File: config.mk
export PLATFORM = sky130hd
export DESIGN_NAME = gsps_shifter
export DESIGN_NICKNAME = d
export VERILOG_FILES = /design/src/gsps_pkg.sv /design/src/gsps_shifter.sv
export SDC_FILE = /design/constraint.sdc
export NUM_CORES = 1
export LEC_CHECK = 0
export ABC_AREA = 1
export BUFFER_PORTS_ARGS = -buffer_cell sky130_fd_sc_hd__buf_2
export CAP_MARGIN = 30
export CELL_PAD_IN_SITES_DETAIL_PLACEMENT = 1
export CELL_PAD_IN_SITES_GLOBAL_PLACEMENT = 2
export CORE_MARGIN = 8
export CORE_UTILIZATION = 32
export CTS_CLUSTER_DIAMETER = 30
export DETAILED_ROUTE_END_ITERATION = 10
export GPL_TIMING_DRIVEN = 0
export PLACE_DENSITY = 0.9
export RECOVER_POWER = 100
export SLEW_MARGIN = 20
export SYNTH_ARGS = -nofsm -noshare
export SYNTH_HDL_FRONTEND = slang
export SYNTH_SLANG_ARGS = --single-unit
File: constraint.sdc
create_clock -name clk -period 4.45 [get_ports clk]
set_clock_uncertainty 0.15 [all_clocks]
set_input_delay 0.2225 -clock clk [delete_from_list [all_inputs] [get_ports clk]]
set_output_delay 0.2225 -clock clk [all_outputs]
set_load 0.05 [all_outputs]
File: src/gsps_pkg.sv
// Purpose: shared constants and carrier types of the gated serial shifter
// Assumes: one system clock, all pin inputs already synchronous to it
// Notes: widths here shape the state struct, so they live in the package
package gsps_pkg;

    // =========================================================
    // sizes
    localparam int GSPS_STAGES = 8;
    localparam int GSPS_BUF_DEPTH = 2;
    localparam int GSPS_PTR_W = 1;
    localparam int GSPS_CNT_W = 2;

    // =========================================================
    // reset values and small typed constants
    localparam logic [GSPS_STAGES-1:0] GSPS_STAGE_RST = 8'h00;
    localparam logic [GSPS_PTR_W-1:0] GSPS_PTR_RST = 1'h0;
    localparam logic [GSPS_PTR_W-1:0] GSPS_PTR_ONE = 1'h1;
    localparam logic [GSPS_PTR_W-1:0] GSPS_PTR_LAST = 1'h1;
    localparam logic [GSPS_CNT_W-1:0] GSPS_CNT_RST = 2'h0;
    localparam logic [GSPS_CNT_W-1:0] GSPS_CNT_ONE = 2'h1;
    localparam logic [GSPS_CNT_W-1:0] GSPS_CNT_FULL = 2'h2;
    localparam logic GSPS_BIT_LOW = 1'h0;

    // =========================================================
    // pin group driven by the host
    typedef struct packed {
        logic shift_clk;
        logic ser_a;
        logic ser_b;
        logic async_zero_n;
    } gsps_pins_s;

    // =========================================================
    // the whole state of the shifter module
    typedef struct packed {
        logic [GSPS_STAGES-1:0] stage;
        logic shift_clk_prev;
        logic [GSPS_BUF_DEPTH-1:0][GSPS_STAGES-1:0] mem;
        logic [GSPS_PTR_W-1:0] wr_ptr;
        logic [GSPS_PTR_W-1:0] rd_ptr;
        logic [GSPS_CNT_W-1:0] count;
    } gsps_state_s;

endpackage

File: src/gsps_shifter.sv
// Purpose: eight-stage serial-in parallel-out shifter with gated serial input
// Assumes: pins sampled on clk; shift_clk much slower than clk
// Notes: each shifted word is also offered on a two-entry stream buffer while it has room; a full buffer drops it
//
// Behaviour
// - eight stages in one chain, two serial inputs
// - serial bit is AND of both inputs
// - only a shift_clk rise or a low clear changes the stages
// - rise loads AND bit, moves others up
// - last stage value is dropped each rise
// - outputs shift exactly one position per rise while clear is high
// - low clear zeroes all stages, beats rise
// - no rise, clear high: stages hold
`timescale 1ns/1ps

module gsps_shifter
(
    input wire logic clk,
    input wire logic rst,
    input wire gsps_pkg::gsps_pins_s pins,
    output logic [gsps_pkg::GSPS_STAGES-1:0] stage_out,
    output logic snap_ready,
    output logic word_valid,
    input wire logic word_ready,
    output logic [gsps_pkg::GSPS_STAGES-1:0] word_data
);

    // =========================================================
    // state
    gsps_pkg::gsps_state_s st_r;
    gsps_pkg::gsps_state_s st_nxt;

    logic rise;
    logic fall;
    logic ser_bit;
    logic push;
    logic pop;

    // =========================================================
    // edge detect and gating; pins are already synchronous so no sync stage
    assign rise = pins.shift_clk & ~st_r.shift_clk_prev;
    assign fall = ~pins.shift_clk & st_r.shift_clk_prev;
    assign ser_bit = pins.ser_a & pins.ser_b;

    // buffer handshakes; a rise into a full buffer still shifts, word not kept
    assign pop = word_valid & word_ready;
    assign push = rise & pins.async_zero_n & snap_ready;

    // =========================================================
    // next state
    always_comb
    begin
        st_nxt = st_r;
        st_nxt.shift_clk_prev = pins.shift_clk;
        if (!pins.async_zero_n)
        begin
            // clear wins over any edge seen in the same cycle
            st_nxt.stage = gsps_pkg::GSPS_STAGE_RST;
        end
        else if (rise)
        begin
            // top stage falls off the end, no carry out
            for (int i = gsps_pkg::GSPS_STAGES - 1; i > 0; i--)
            begin
                st_nxt.stage[i] = st_r.stage[i-1];
            end
            st_nxt.stage[0] = ser_bit;
        end
        // otherwise stages hold whatever the serial inputs do
        if (push)
        begin
            st_nxt.mem[st_r.wr_ptr] = st_nxt.stage;
            st_nxt.wr_ptr = (st_r.wr_ptr == gsps_pkg::GSPS_PTR_LAST)
                ? gsps_pkg::GSPS_PTR_RST : st_r.wr_ptr + gsps_pkg::GSPS_PTR_ONE;
        end
        if (pop)
        begin
            st_nxt.rd_ptr = (st_r.rd_ptr == gsps_pkg::GSPS_PTR_LAST)
                ? gsps_pkg::GSPS_PTR_RST : st_r.rd_ptr + gsps_pkg::GSPS_PTR_ONE;
        end
        if (push && !pop)
        begin
            st_nxt.count = st_r.count + gsps_pkg::GSPS_CNT_ONE;
        end
        else if (pop && !push)
        begin
            st_nxt.count = st_r.count - gsps_pkg::GSPS_CNT_ONE;
        end
    end

    // =========================================================
    // registers
    always_ff @(posedge clk)
    begin
        if (rst)
        begin
            st_r.stage <= gsps_pkg::GSPS_STAGE_RST;
            st_r.shift_clk_prev <= gsps_pkg::GSPS_BIT_LOW;
            st_r.mem <= '0;
            st_r.wr_ptr <= gsps_pkg::GSPS_PTR_RST;
            st_r.rd_ptr <= gsps_pkg::GSPS_PTR_RST;
            st_r.count <= gsps_pkg::GSPS_CNT_RST;
        end
        else
        begin
            st_r <= st_nxt;
        end
    end

    // =========================================================
    // outputs: stages straight out, no latch or enable between
    assign stage_out = st_r.stage;
    assign snap_ready = (st_r.count != gsps_pkg::GSPS_CNT_FULL);
    assign word_valid = (st_r.count != gsps_pkg::GSPS_CNT_RST);
    assign word_data = st_r.mem[st_r.rd_ptr];
endmodule

==> results.cfg, run 1 <==
[outcome]
status = finished clean

[synth]
synth_mux_area_frac = 0
synth_top_cells_by_area = sky130_fd_sc_hd__dfxtp_1 41%, sky130_fd_sc_hd__nand2_1 14%, sky130_fd_sc_hd__nor2_1 12%, sky130_fd_sc_hd__inv_1 6.8%, sky130_fd_sc_hd__buf_4 5.3%
ys.warnings.count = 0
synth_cell_type_count = 21
synth_most_common_cell = sky130_fd_sc_hd__nand2_1
synth.top_cell.area_share = 0.407
async_flop_share = 0
synth.yosys.seq_area_share = 0.407
yosys.area_share.xor_xnor = 0
ys_top_cells_by_count = 54 x sky130_fd_sc_hd__nand2_1, 47 x sky130_fd_sc_hd__nor2_1, 29 x sky130_fd_sc_hd__dfxtp_1
syn_area_sq_um = 1430
post_synth_fa_ha_maj_area_fraction = 0.00876
postSynthCellCount = 211
largest_family_of_logic_cells_by_synthesized_area = simple AND/OR/NAND/NOR gates
post-synth-top-area-cell = sky130_fd_sc_hd__dfxtp_1
ys_seq_elements = 29
syn-mean-instance-area_sq_um = 6.77
number_of_synthesized_flops_with_an_enable_pin = 0
synth_compound_gate_area_share = 0.0666
synth-simple-area-share = 0.363
syn_nets = 219
synthFlopType = sky130_fd_sc_hd__dfxtp_1

[grt]
globalRouteOverflowTotal = 0
vias_in_the_first_global_route = 1377
grtUsageTotal = 0.119
grt_max_degree = 11
initial_antenna_violation_count = 0
grt_first_pass_wirelength_mm = 6.24

[routing]
first_iter_violations = 74
detailed_route_wl_mm = 3.52
via_per_inst = 4.46
wl_per_cell_um = 12.0
dr_total_vias = 1312
drt_first_pass_iters = 4
drc = 0
antenna_violating_nets_left = 0

[timing]
timing.final.max_slew_violations = 0
max-slew-margin-rel = 0.601
final_hold_viol_count = 0
finalSetupTns_ns = 0
setup-violations-final = 0
rsz_0062_raised_after_global_routing = false
layout_setup_ws_ns = 2.19
final.period_utilization = 0.508
finalWorstPathRequiredPeriod_ns = 2.26
max_clock_freq_mhz = 442
worst_pin_slew_ns = 0.600

[clocking]
cts-root-to-sink-buffers = 2
htree_levels = 2
cts_buffers = 5
cts_tree = done
clkSlewWorstSetupHoldPaths_ns = 0.06
cts_hold_buf = 0
total_clock_sinks = 29
cts.root.buffer_cell = sky130_fd_sc_hd__clkbuf_8
worstSkewPairLatency_ns = 0.27
cts-resized-gates = 0
post_cts_setup_inserts = 0

[worst_setup_path]
cp_max_fo = 10
timing.setup.critical_path_class = reg2out
critPathCaptureType = primary output
timing.critical_path.from = st_r[2]
startpoint_type = register
reg2reg_from = st_r[0]
worst-r2r-setup-slack_ns = 2.61
crit_arrival_ns = 1.89
critical_path_required_ns = 4.08

[floorplan]
die_h_um = 82.8
io_pins = 25
coreArea_sq_um = 4320
initial_utilization = 0.330
die_area_sq_um = 6860
die_w_um = 82.8
num_rows = 24

[final_layout]
antenna_diode_count = 0
finish.utilization = 0.376
layout.cells.non_filler = 294
final_layout_size_suffix_gt1_frac = 0.0992
layout-area-overhead-vs-synth_pct = 13.8
nets = 250

[pwr]
worst_ir_drop_vdd_v = 0.000173
static-leakage-power_nw = 0.773
total_power_divided_by_cell_area_nw_per_um2 = 422

[worst_hold_path]
class_of_the_tightest_hold_or_removal_check = in2reg
worstHoldStart = pins[3]

[placement]
port_buffers = 24
post-place-ws_ns = 2.67
post-place-cells = 287
dp_hpwl_mm = 2.72
place.gp.congestion = 0.692

[run]
drv.max_cap_violation_count = 0
[kinds of logic after synthesis]
logic type,after synthesis
and+or+nand+nor,118
buffers and inverters,44
adders and majority gates,1
DFF,29
AOI/OAI and AO/OA,19
[report_power, final]
part	switching (W)	internal, W	leakage [nW]
Sequential	0.0000126	0.000280	0.237
Combinational	0.000135	0.0000425	0.492
Clock	0.0000939	0.000122	0.0443
[path summary, 6_finish.rpt]
| check | end | cells past startpoint |
|---|---|---|
| worst max-delay path | word_data[1] | 4 |
| worst min-delay path | st_r[20] | 3 |
| worst max register to register | st_r[6] | 7 |
| worst min register to register | st_r[13] | 2 |
[cells in the final DEF, fill, tap and decap left out, types with 2 or more instances in the layout]
cell and count:
sky130_fd_sc_hd__a21oi_1 5, sky130_fd_sc_hd__buf_4 10, sky130_fd_sc_hd__buf_2 5, sky130_fd_sc_hd__clkbuf_1 24, sky130_fd_sc_hd__inv_1 27, sky130_fd_sc_hd__nor2_1 47
sky130_fd_sc_hd__o21ai_0 14, sky130_fd_sc_hd__nand4_1 2, sky130_fd_sc_hd__nand2_1 56, sky130_fd_sc_hd__dfxtp_1 29, sky130_fd_sc_hd__nand3_1 3, sky130_fd_sc_hd__nor3_1 7
sky130_fd_sc_hd__clkbuf_8 6
[state kept, by name (all words and copies together), names as in the netlist]
| name | count |
|---|---|
| st_r | 21 |
| stage_out | 8 |
[worst max-delay path: stages (launching register included)]
cell and delay (ns):
sky130_fd_sc_hd__dfxtp_1 0.47, sky130_fd_sc_hd__clkbuf_1 0.41, sky130_fd_sc_hd__nand2_1 0.10, sky130_fd_sc_hd__o21ai_0 0.12, sky130_fd_sc_hd__clkbuf_1 0.50
[metrics by stage]
| stage | total power, W | hold WS (ns) | instance area [sq um] |
|---|---|---|---|
| after global placement | 0.000488 | 0.321 | 1610 |
| after global routing | 0.000736 | 0.0820 | 1630 |
| after CTS | 0.000713 | 0.0789 | 1700 |
| after floorplan | 0.000446 | 0.216 | 1430 |
| final | 0.000686 | 0.0738 | 1630 |
| after detailed placement | 0.000493 | 0.325 | 1610 |
[metal layers]
metal	wire length, um	up-vias	global-route usage
met5	0	-	0
met4	16	0	0.0414
li1	-	688	-
met2	1720	19	0.196
met3	171	2	0.0431
met1	1620	603	0.140
[layout make-up]
cell class	count	area, sq um
Fill cell	586	2700
Sequential cell	29	581
Tap cell	52	65.1
Multi-Input combinational cell	138	591
Buffer	15	97.6
Clock buffer	7	86.3
Timing Repair Buffer	24	96.3
Inverter	29	109
(Power assumes the default switching activity.)
==> run 2: changes to the inputs <==
--- a/config.mk
+++ b/config.mk
@@ -5,17 +5,17 @@
 export SDC_FILE = /design/constraint.sdc
 export NUM_CORES = 1
 export LEC_CHECK = 0
-export ABC_AREA = 1
+export ABC_AREA = 0
 export BUFFER_PORTS_ARGS = -buffer_cell sky130_fd_sc_hd__buf_2
 export CAP_MARGIN = 30
 export CELL_PAD_IN_SITES_DETAIL_PLACEMENT = 1
 export CELL_PAD_IN_SITES_GLOBAL_PLACEMENT = 2
 export CORE_MARGIN = 8
-export CORE_UTILIZATION = 32
+export CORE_UTILIZATION = 34
 export CTS_CLUSTER_DIAMETER = 30
 export DETAILED_ROUTE_END_ITERATION = 10
 export GPL_TIMING_DRIVEN = 0
-export PLACE_DENSITY = 0.9
+export PLACE_DENSITY = 0.85
 export RECOVER_POWER = 100
 export SLEW_MARGIN = 20
 export SYNTH_ARGS = -nofsm -noshare
==> constraint.sdc (replaced) <==
create_clock -name clk -period 2.3 [get_ports clk]
set_clock_uncertainty 0.15 [all_clocks]
set_input_delay 0.115 -clock clk [delete_from_list [all_inputs] [get_ports clk]]
set_output_delay 0.115 -clock clk [all_outputs]
set_load 0.05 [all_outputs]
==> results.cfg, run 2 <==
[synth]
synth_top_cells_by_area = sky130_fd_sc_hd__dfxtp_1 41%, sky130_fd_sc_hd__mux2i_1 11%, sky130_fd_sc_hd__nand2b_1 8.0%, sky130_fd_sc_hd__mux2_2 6.4%, sky130_fd_sc_hd__buf_4 4.8%
post-synth-top-area-cell = sky130_fd_sc_hd__dfxtp_1
synthFlopType = sky130_fd_sc_hd__dfxtp_1
ys.warnings.count = 0
synth.top_cell.area_share = 0.413
syn_area_sq_um = 1410
synth_most_common_cell = sky130_fd_sc_hd__dfxtp_1
postSynthCellCount = 143
ys_seq_elements = 29
synth.yosys.seq_area_share = 0.413
async_flop_share = 0
number_of_synthesized_flops_with_an_enable_pin = 0
ys_top_cells_by_count = 29 x sky130_fd_sc_hd__dfxtp_1, 18 x sky130_fd_sc_hd__nand2b_1, 16 x sky130_fd_sc_hd__mux2i_1
synth_cell_type_count = 27
syn_nets = 151
syn-mean-instance-area_sq_um = 9.83

[grt]
grt_max_degree = 11
initial_antenna_violation_count = 0
vias_in_the_first_global_route = 1186
globalRouteOverflowTotal = 0
use_met2 = 0.196
grt_first_pass_wirelength_mm = 5.53
top_usage_layer = met2
groute.layer.met1.usage = 0.120
grtUsageTotal = 0.111
gr_util_met3 = 0.0313

[worst_setup_path]
critPathCaptureType = register
critical_path_required_ns = 2.36
startpoint_type = input pin
critical-path-max-stage-delay_ns = 0.54
worst_r2r_path_depth = 6
cp_max_fo = 10
worst-r2r-setup-slack_ns = 0.33
timing.setup.critical_path_class = in2reg
worst-path-buf-inv = 3
crit_arrival_ns = 2.19
worstReg2RegEnd = st_r[1]
cp_slowest_cell = sky130_fd_sc_hd__dlygate4sd3_1
crit_family = buffers and inverters
reg2reg_from = st_r[20]
cp_cell_sequence = dlygate4sd3_1, clkbuf_1, and2b_1, buf_6, and3_2, ha_1, or3_1, a21oi_1

[clocking]
clkSlewWorstSetupHoldPaths_ns = 0.06
htree_levels = 2
worstSkewPairLatency_ns = 0.28
cts_buffers = 5
cts_tree = done
total_clock_sinks = 29
cts-root-to-sink-buffers = 2
post_cts_setup_inserts = 0
cts_hold_buf = 3
cts.root.buffer_cell = sky130_fd_sc_hd__clkbuf_8
cts-resized-gates = 0

[timing]
worst_pin_slew_ns = 0.607
final.period_utilization = 0.924
max_clock_freq_mhz = 471
finalWorstPathRequiredPeriod_ns = 2.13
final_hold_viol_count = 0
rsz_0062_raised_after_global_routing = false
timing.final.max_slew_violations = 0
max-slew-margin-rel = 0.597
finalSetupTns_ns = 0
setup-violations-final = 0

[routing]
dr_total_vias = 1085
detailed_route_wl_mm = 3.29
via_per_inst = 4.76
drt_first_pass_iters = 2
wl_per_cell_um = 14.4
antenna_violating_nets_left = 0
first_iter_violations = 33
drc = 0

[floorplan]
initial_utilization = 0.351
die_w_um = 80.3
io_pins = 25
die_h_um = 80.3
coreArea_sq_um = 4000
die_area_sq_um = 6450
num_rows = 23

[final_layout]
layout.cells.most_common = sky130_fd_sc_hd__dfxtp_1
layout-area-overhead-vs-synth_pct = 19.1
fillers = 483
regMostFlops = st_r
nets = 185
layout.cells.most_common_list = 29 x sky130_fd_sc_hd__dfxtp_1, 18 x sky130_fd_sc_hd__nand2b_1, 17 x sky130_fd_sc_hd__clkbuf_1, 16 x sky130_fd_sc_hd__mux2i_1, 15 x sky130_fd_sc_hd__nand2_1
largest_reg_flops = 21
antenna_diode_count = 0
finish.utilization = 0.419
final_layout_size_suffix_gt1_frac = 0.253
final_area_sq_um = 1670

[placement]
dp_hpwl_mm = 2.46
place.gp.congestion = 0.709
port_buffers = 24
placement.cell_area_sq_um = 1590

[run]
drv.max_cap_violation_count = 0

[pwr]
static-leakage-power_nw = 0.689
worst_ir_drop_vdd_v = 0.000288
total_power_divided_by_cell_area_nw_per_um2 = 785

[outcome]
status = finished clean

[worst_hold_path]
worst_hold_path.endpoint = st_r[1]
class_of_the_tightest_hold_or_removal_check = in2reg
worstHoldStart = rst
worstHoldPathCells = 3
==> run 2: cell count changes after synthesis, sizes merged, moves of 12 or more <==
cell,before,now
mux2i,0,16
nor2,48,2
o21ai,14,2
nand2,56,15
nand2b,0,18
inv,28,1
==> run 2: cells by family after synthesis <==
logic type,after synthesis,synth area share
multiplexers,24,0.178
flip-flops,29,0.413
buffers and inverters,19,0.0971
AO/OA/AOI/OAI,13,0.0490
XOR/XNOR,3,0.0187
adder cells (fa/ha/maj),1,0.00890
AND/OR/NAND/NOR,54,0.235
==> run 2: layer usage <==
metal  wire (um)  up-vias
li1            -      533
met1        1450      528
met2        1700       18
met3          91        6
met4          53        0
met5           0        -
==> run 2: area by class of cell <==
class | instances | area (sq um) | share of cell area
flip-flops and latches | 29 | 581 | 0.347
multi-input cells | 95 | 673 | 0.402
clock buffers | 7 | 96.3 | 0.0575
well taps | 50 | 62.6 | 0.0374
clock inverters | 1 | 5.00 | 0.00299
plain buffers | 18 | 116 | 0.0695
inverters | 1 | 3.75 | 0.00224
repair buffers | 27 | 136 | 0.0815
==> run 2: worst min-delay path, delay by kind of cell <==
| kind | cells | cell delay, ns |
|---|---|---|
| buf+inv | 2 | 0.27 |
| compound gates | 1 | 0.05 |
==> run 2: how the worst max path moves through the flow <==
stage,start,cells after the start,end
floorplan,st_r[20],6,st_r[1]
global placement,st_r[20],6,st_r[1]
detailed placement,st_r[20],6,st_r[1]
CTS,pins[3],8,st_r[1]
global route,pins[3],9,st_r[1]
finish,pins[3],8,st_r[1]
==> run 2: power breakdown <==
| part | total, W | leakage, nW | internal (W) | switching (W) |
|---|---|---|---|---|
| Sequential | 0.000548 | 0.235 | 0.000528 | 0.0000204 |
| Combinational | 0.000306 | 0.401 | 0.000113 | 0.000193 |
| Clock | 0.000460 | 0.0542 | 0.000270 | 0.000190 |
==> run 2: metrics by stage <==
stage	hold slack (ns)	total power, W	std cells	setup slack [ns]
after detailed placement	0.226	0.000883	217	0.303
after CTS	0.0451	0.00135	228	0.139
after floorplan	0.0932	0.000812	143	0.441
final	0.0475	0.00131	228	0.175
after global placement	0.216	0.000869	217	0.367
after global routing	0.0600	0.00138	228	0.0904
==> run 3: changes to the inputs <==
--- a/config.mk
+++ b/config.mk
@@ -15,6 +15,7 @@
 export CTS_CLUSTER_DIAMETER = 30
 export DETAILED_ROUTE_END_ITERATION = 10
 export GPL_TIMING_DRIVEN = 0
+export HOLD_SLACK_MARGIN = 0.05
 export PLACE_DENSITY = 0.85
 export RECOVER_POWER = 100
 export SLEW_MARGIN = 20
==> results.cfg, run 3 (same netlist as run 2, synthesis figures left out) <==
[placement]
port_buffers = 24
place.gp.congestion = 0.709
placement.cell_area_sq_um = 1590
dp_hpwl_mm = 2.46

[grt]
globalRouteOverflowTotal = 0
grt_max_degree = 11
grt_first_pass_wirelength_mm = 5.70
vias_in_the_first_global_route = 1194
initial_antenna_violation_count = 0
grtUsageTotal = 0.114

[final_layout]
layout.cells.most_common = sky130_fd_sc_hd__dfxtp_1
fillers = 480
final_area_sq_um = 1700
final_layout_size_suffix_gt1_frac = 0.250
regMostFlops = st_r
antenna_diode_count = 0
layout-area-overhead-vs-synth_pct = 21.2
largest_reg_flops = 21
nets = 187
layout.cells.most_common_list = 29 x sky130_fd_sc_hd__dfxtp_1, 18 x sky130_fd_sc_hd__nand2b_1, 18 x sky130_fd_sc_hd__clkbuf_1, 16 x sky130_fd_sc_hd__mux2i_1, 15 x sky130_fd_sc_hd__nand2_1

[worst_setup_path]
cp_cell_sequence = dlygate4sd3_1, clkbuf_1, and2b_1, buf_6, and3_2, ha_1, or3_1, a21oi_1
timing.setup.critical_path_class = in2reg
cp_max_fo = 10
worst_r2r_path_depth = 6
timing.critical_path.from = pins[3]
crit_arrival_ns = 2.20
critPathCaptureType = register
critical_path_required_ns = 2.36
reg2reg_from = st_r[20]
startpoint_type = input pin
cp_slowest_cell = sky130_fd_sc_hd__dlygate4sd3_1
critical-path-max-stage-delay_ns = 0.54

[routing]
drc = 0
detailed_route_wl_mm = 3.38
first_iter_violations = 25
drt_first_pass_iters = 2
dr_total_vias = 1094
via_per_inst = 4.76
topRoutingLayerUsed = met4
drt-met1-wl_mm = 1.44
wl_per_cell_um = 14.7
routed-wl-met2_mm = 1.78
antenna_violating_nets_left = 0
met3_wirelength_um = 112

[worst_hold_path]
worstHoldPathCells = 4
class_of_the_tightest_hold_or_removal_check = in2reg
worstHoldStart = word_ready

[clocking]
htree_levels = 2
total_clock_sinks = 29
cts_buffers = 5
cts-root-to-sink-buffers = 2
clkSlewWorstSetupHoldPaths_ns = 0.06
cts.root.buffer_cell = sky130_fd_sc_hd__clkbuf_8
cts_tree = done
cts-resized-gates = 0
worstSkewPairLatency_ns = 0.28

[floorplan]
die_area_sq_um = 6450
num_rows = 23
io_pins = 25
coreArea_sq_um = 4000
die_w_um = 80.3
die_h_um = 80.3
initial_utilization = 0.351

[timing]
finalWorstPathRequiredPeriod_ns = 2.14
rsz_0062_raised_after_global_routing = false
max_clock_freq_mhz = 466
max-slew-margin-rel = 0.597
final_hold_viol_count = 0
worst_pin_slew_ns = 0.606
final.period_utilization = 0.932
finalSetupTns_ns = 0
timing.final.max_slew_violations = 0
setup-violations-final = 0

[pwr]
total_power_divided_by_cell_area_nw_per_um2 = 774
static-leakage-power_nw = 0.698
worst_ir_drop_vdd_v = 0.000291

[run]
drv.max_cap_violation_count = 0

[outcome]
status = finished clean
==> run 3: cell count changes in the layout (fill, tap and decap cells not counted) <==
cell,delta
sky130_fd_sc_hd__dlygate4sd3_1,+2
sky130_fd_sc_hd__buf_2,-1
sky130_fd_sc_hd__buf_4,-1
sky130_fd_sc_hd__buf_6,+1
sky130_fd_sc_hd__clkbuf_1,+1
sky130_fd_sc_hd__nand4_1,-1
sky130_fd_sc_hd__nand4_2,+1
==> run 3: layout make-up <==
type                       count  area, sq um  share of cell area
buffer                        18          120              0.0705
timing repair buffer          29          155              0.0911
clock buffer                   7         96.3              0.0566
inverter                       1         3.75             0.00220
sequential                    29          581               0.341
tap                           50         62.6              0.0367
clock inverter                 1         5.00             0.00294
multi-input combinational     95          679               0.399
==> run 3: per-layer routing <==
metal,up-vias,GRT usage
li1,536,-
met1,534,0.121
met2,18,0.205
met3,6,0.0324
met4,0,0.0491
met5,-,0
==> run 3: through the flow <==
step / instances / utilization / power, W / hold slack (ns) / setup slack, ns
global route: 230 / 0.426 / 0.00139 / 0.105 / 0.0746
finish: 230 / 0.426 / 0.00132 / 0.0952 / 0.156
CTS: 230 / 0.435 / 0.00135 / 0.0934 / 0.139
floorplan: 143 / - / 0.000812 / 0.0932 / 0.441
detailed placement: 217 / 0.397 / 0.000883 / 0.226 / 0.303
global placement: 217 / 0.397 / 0.000869 / 0.216 / 0.367
==> run 3: worst paths after layout <==
path                       end  slack (ns)
hold reg to reg   stage_out[7]        0.32
hold / removal         st_r[2]         0.1
setup / recovery       st_r[1]        0.16
setup reg to reg       st_r[1]        0.32
==> run 3: repair_timing <==
action / in CTS / in global routing
endpoints found under the hold margin: 5 / 0
buffers inserted: 0 / 0
hold buffers: 5 / 0
==> run 3: critical path, delay by kind of cell <==
kind | cells | cell delay (ns)
buf+inv | 3 | 0.83
simple gates | 3 | 0.80
fa+ha+maj | 1 | 0.33
compound gates | 1 | 0.14
==> run 3: report_power, final <==
group          internal, W  total (W)  switching [W]
Combinational     0.000116   0.000311       0.000195
Clock             0.000270   0.000458       0.000189
Sequential        0.000528   0.000549      0.0000210
Total             0.000913    0.00132       0.000405
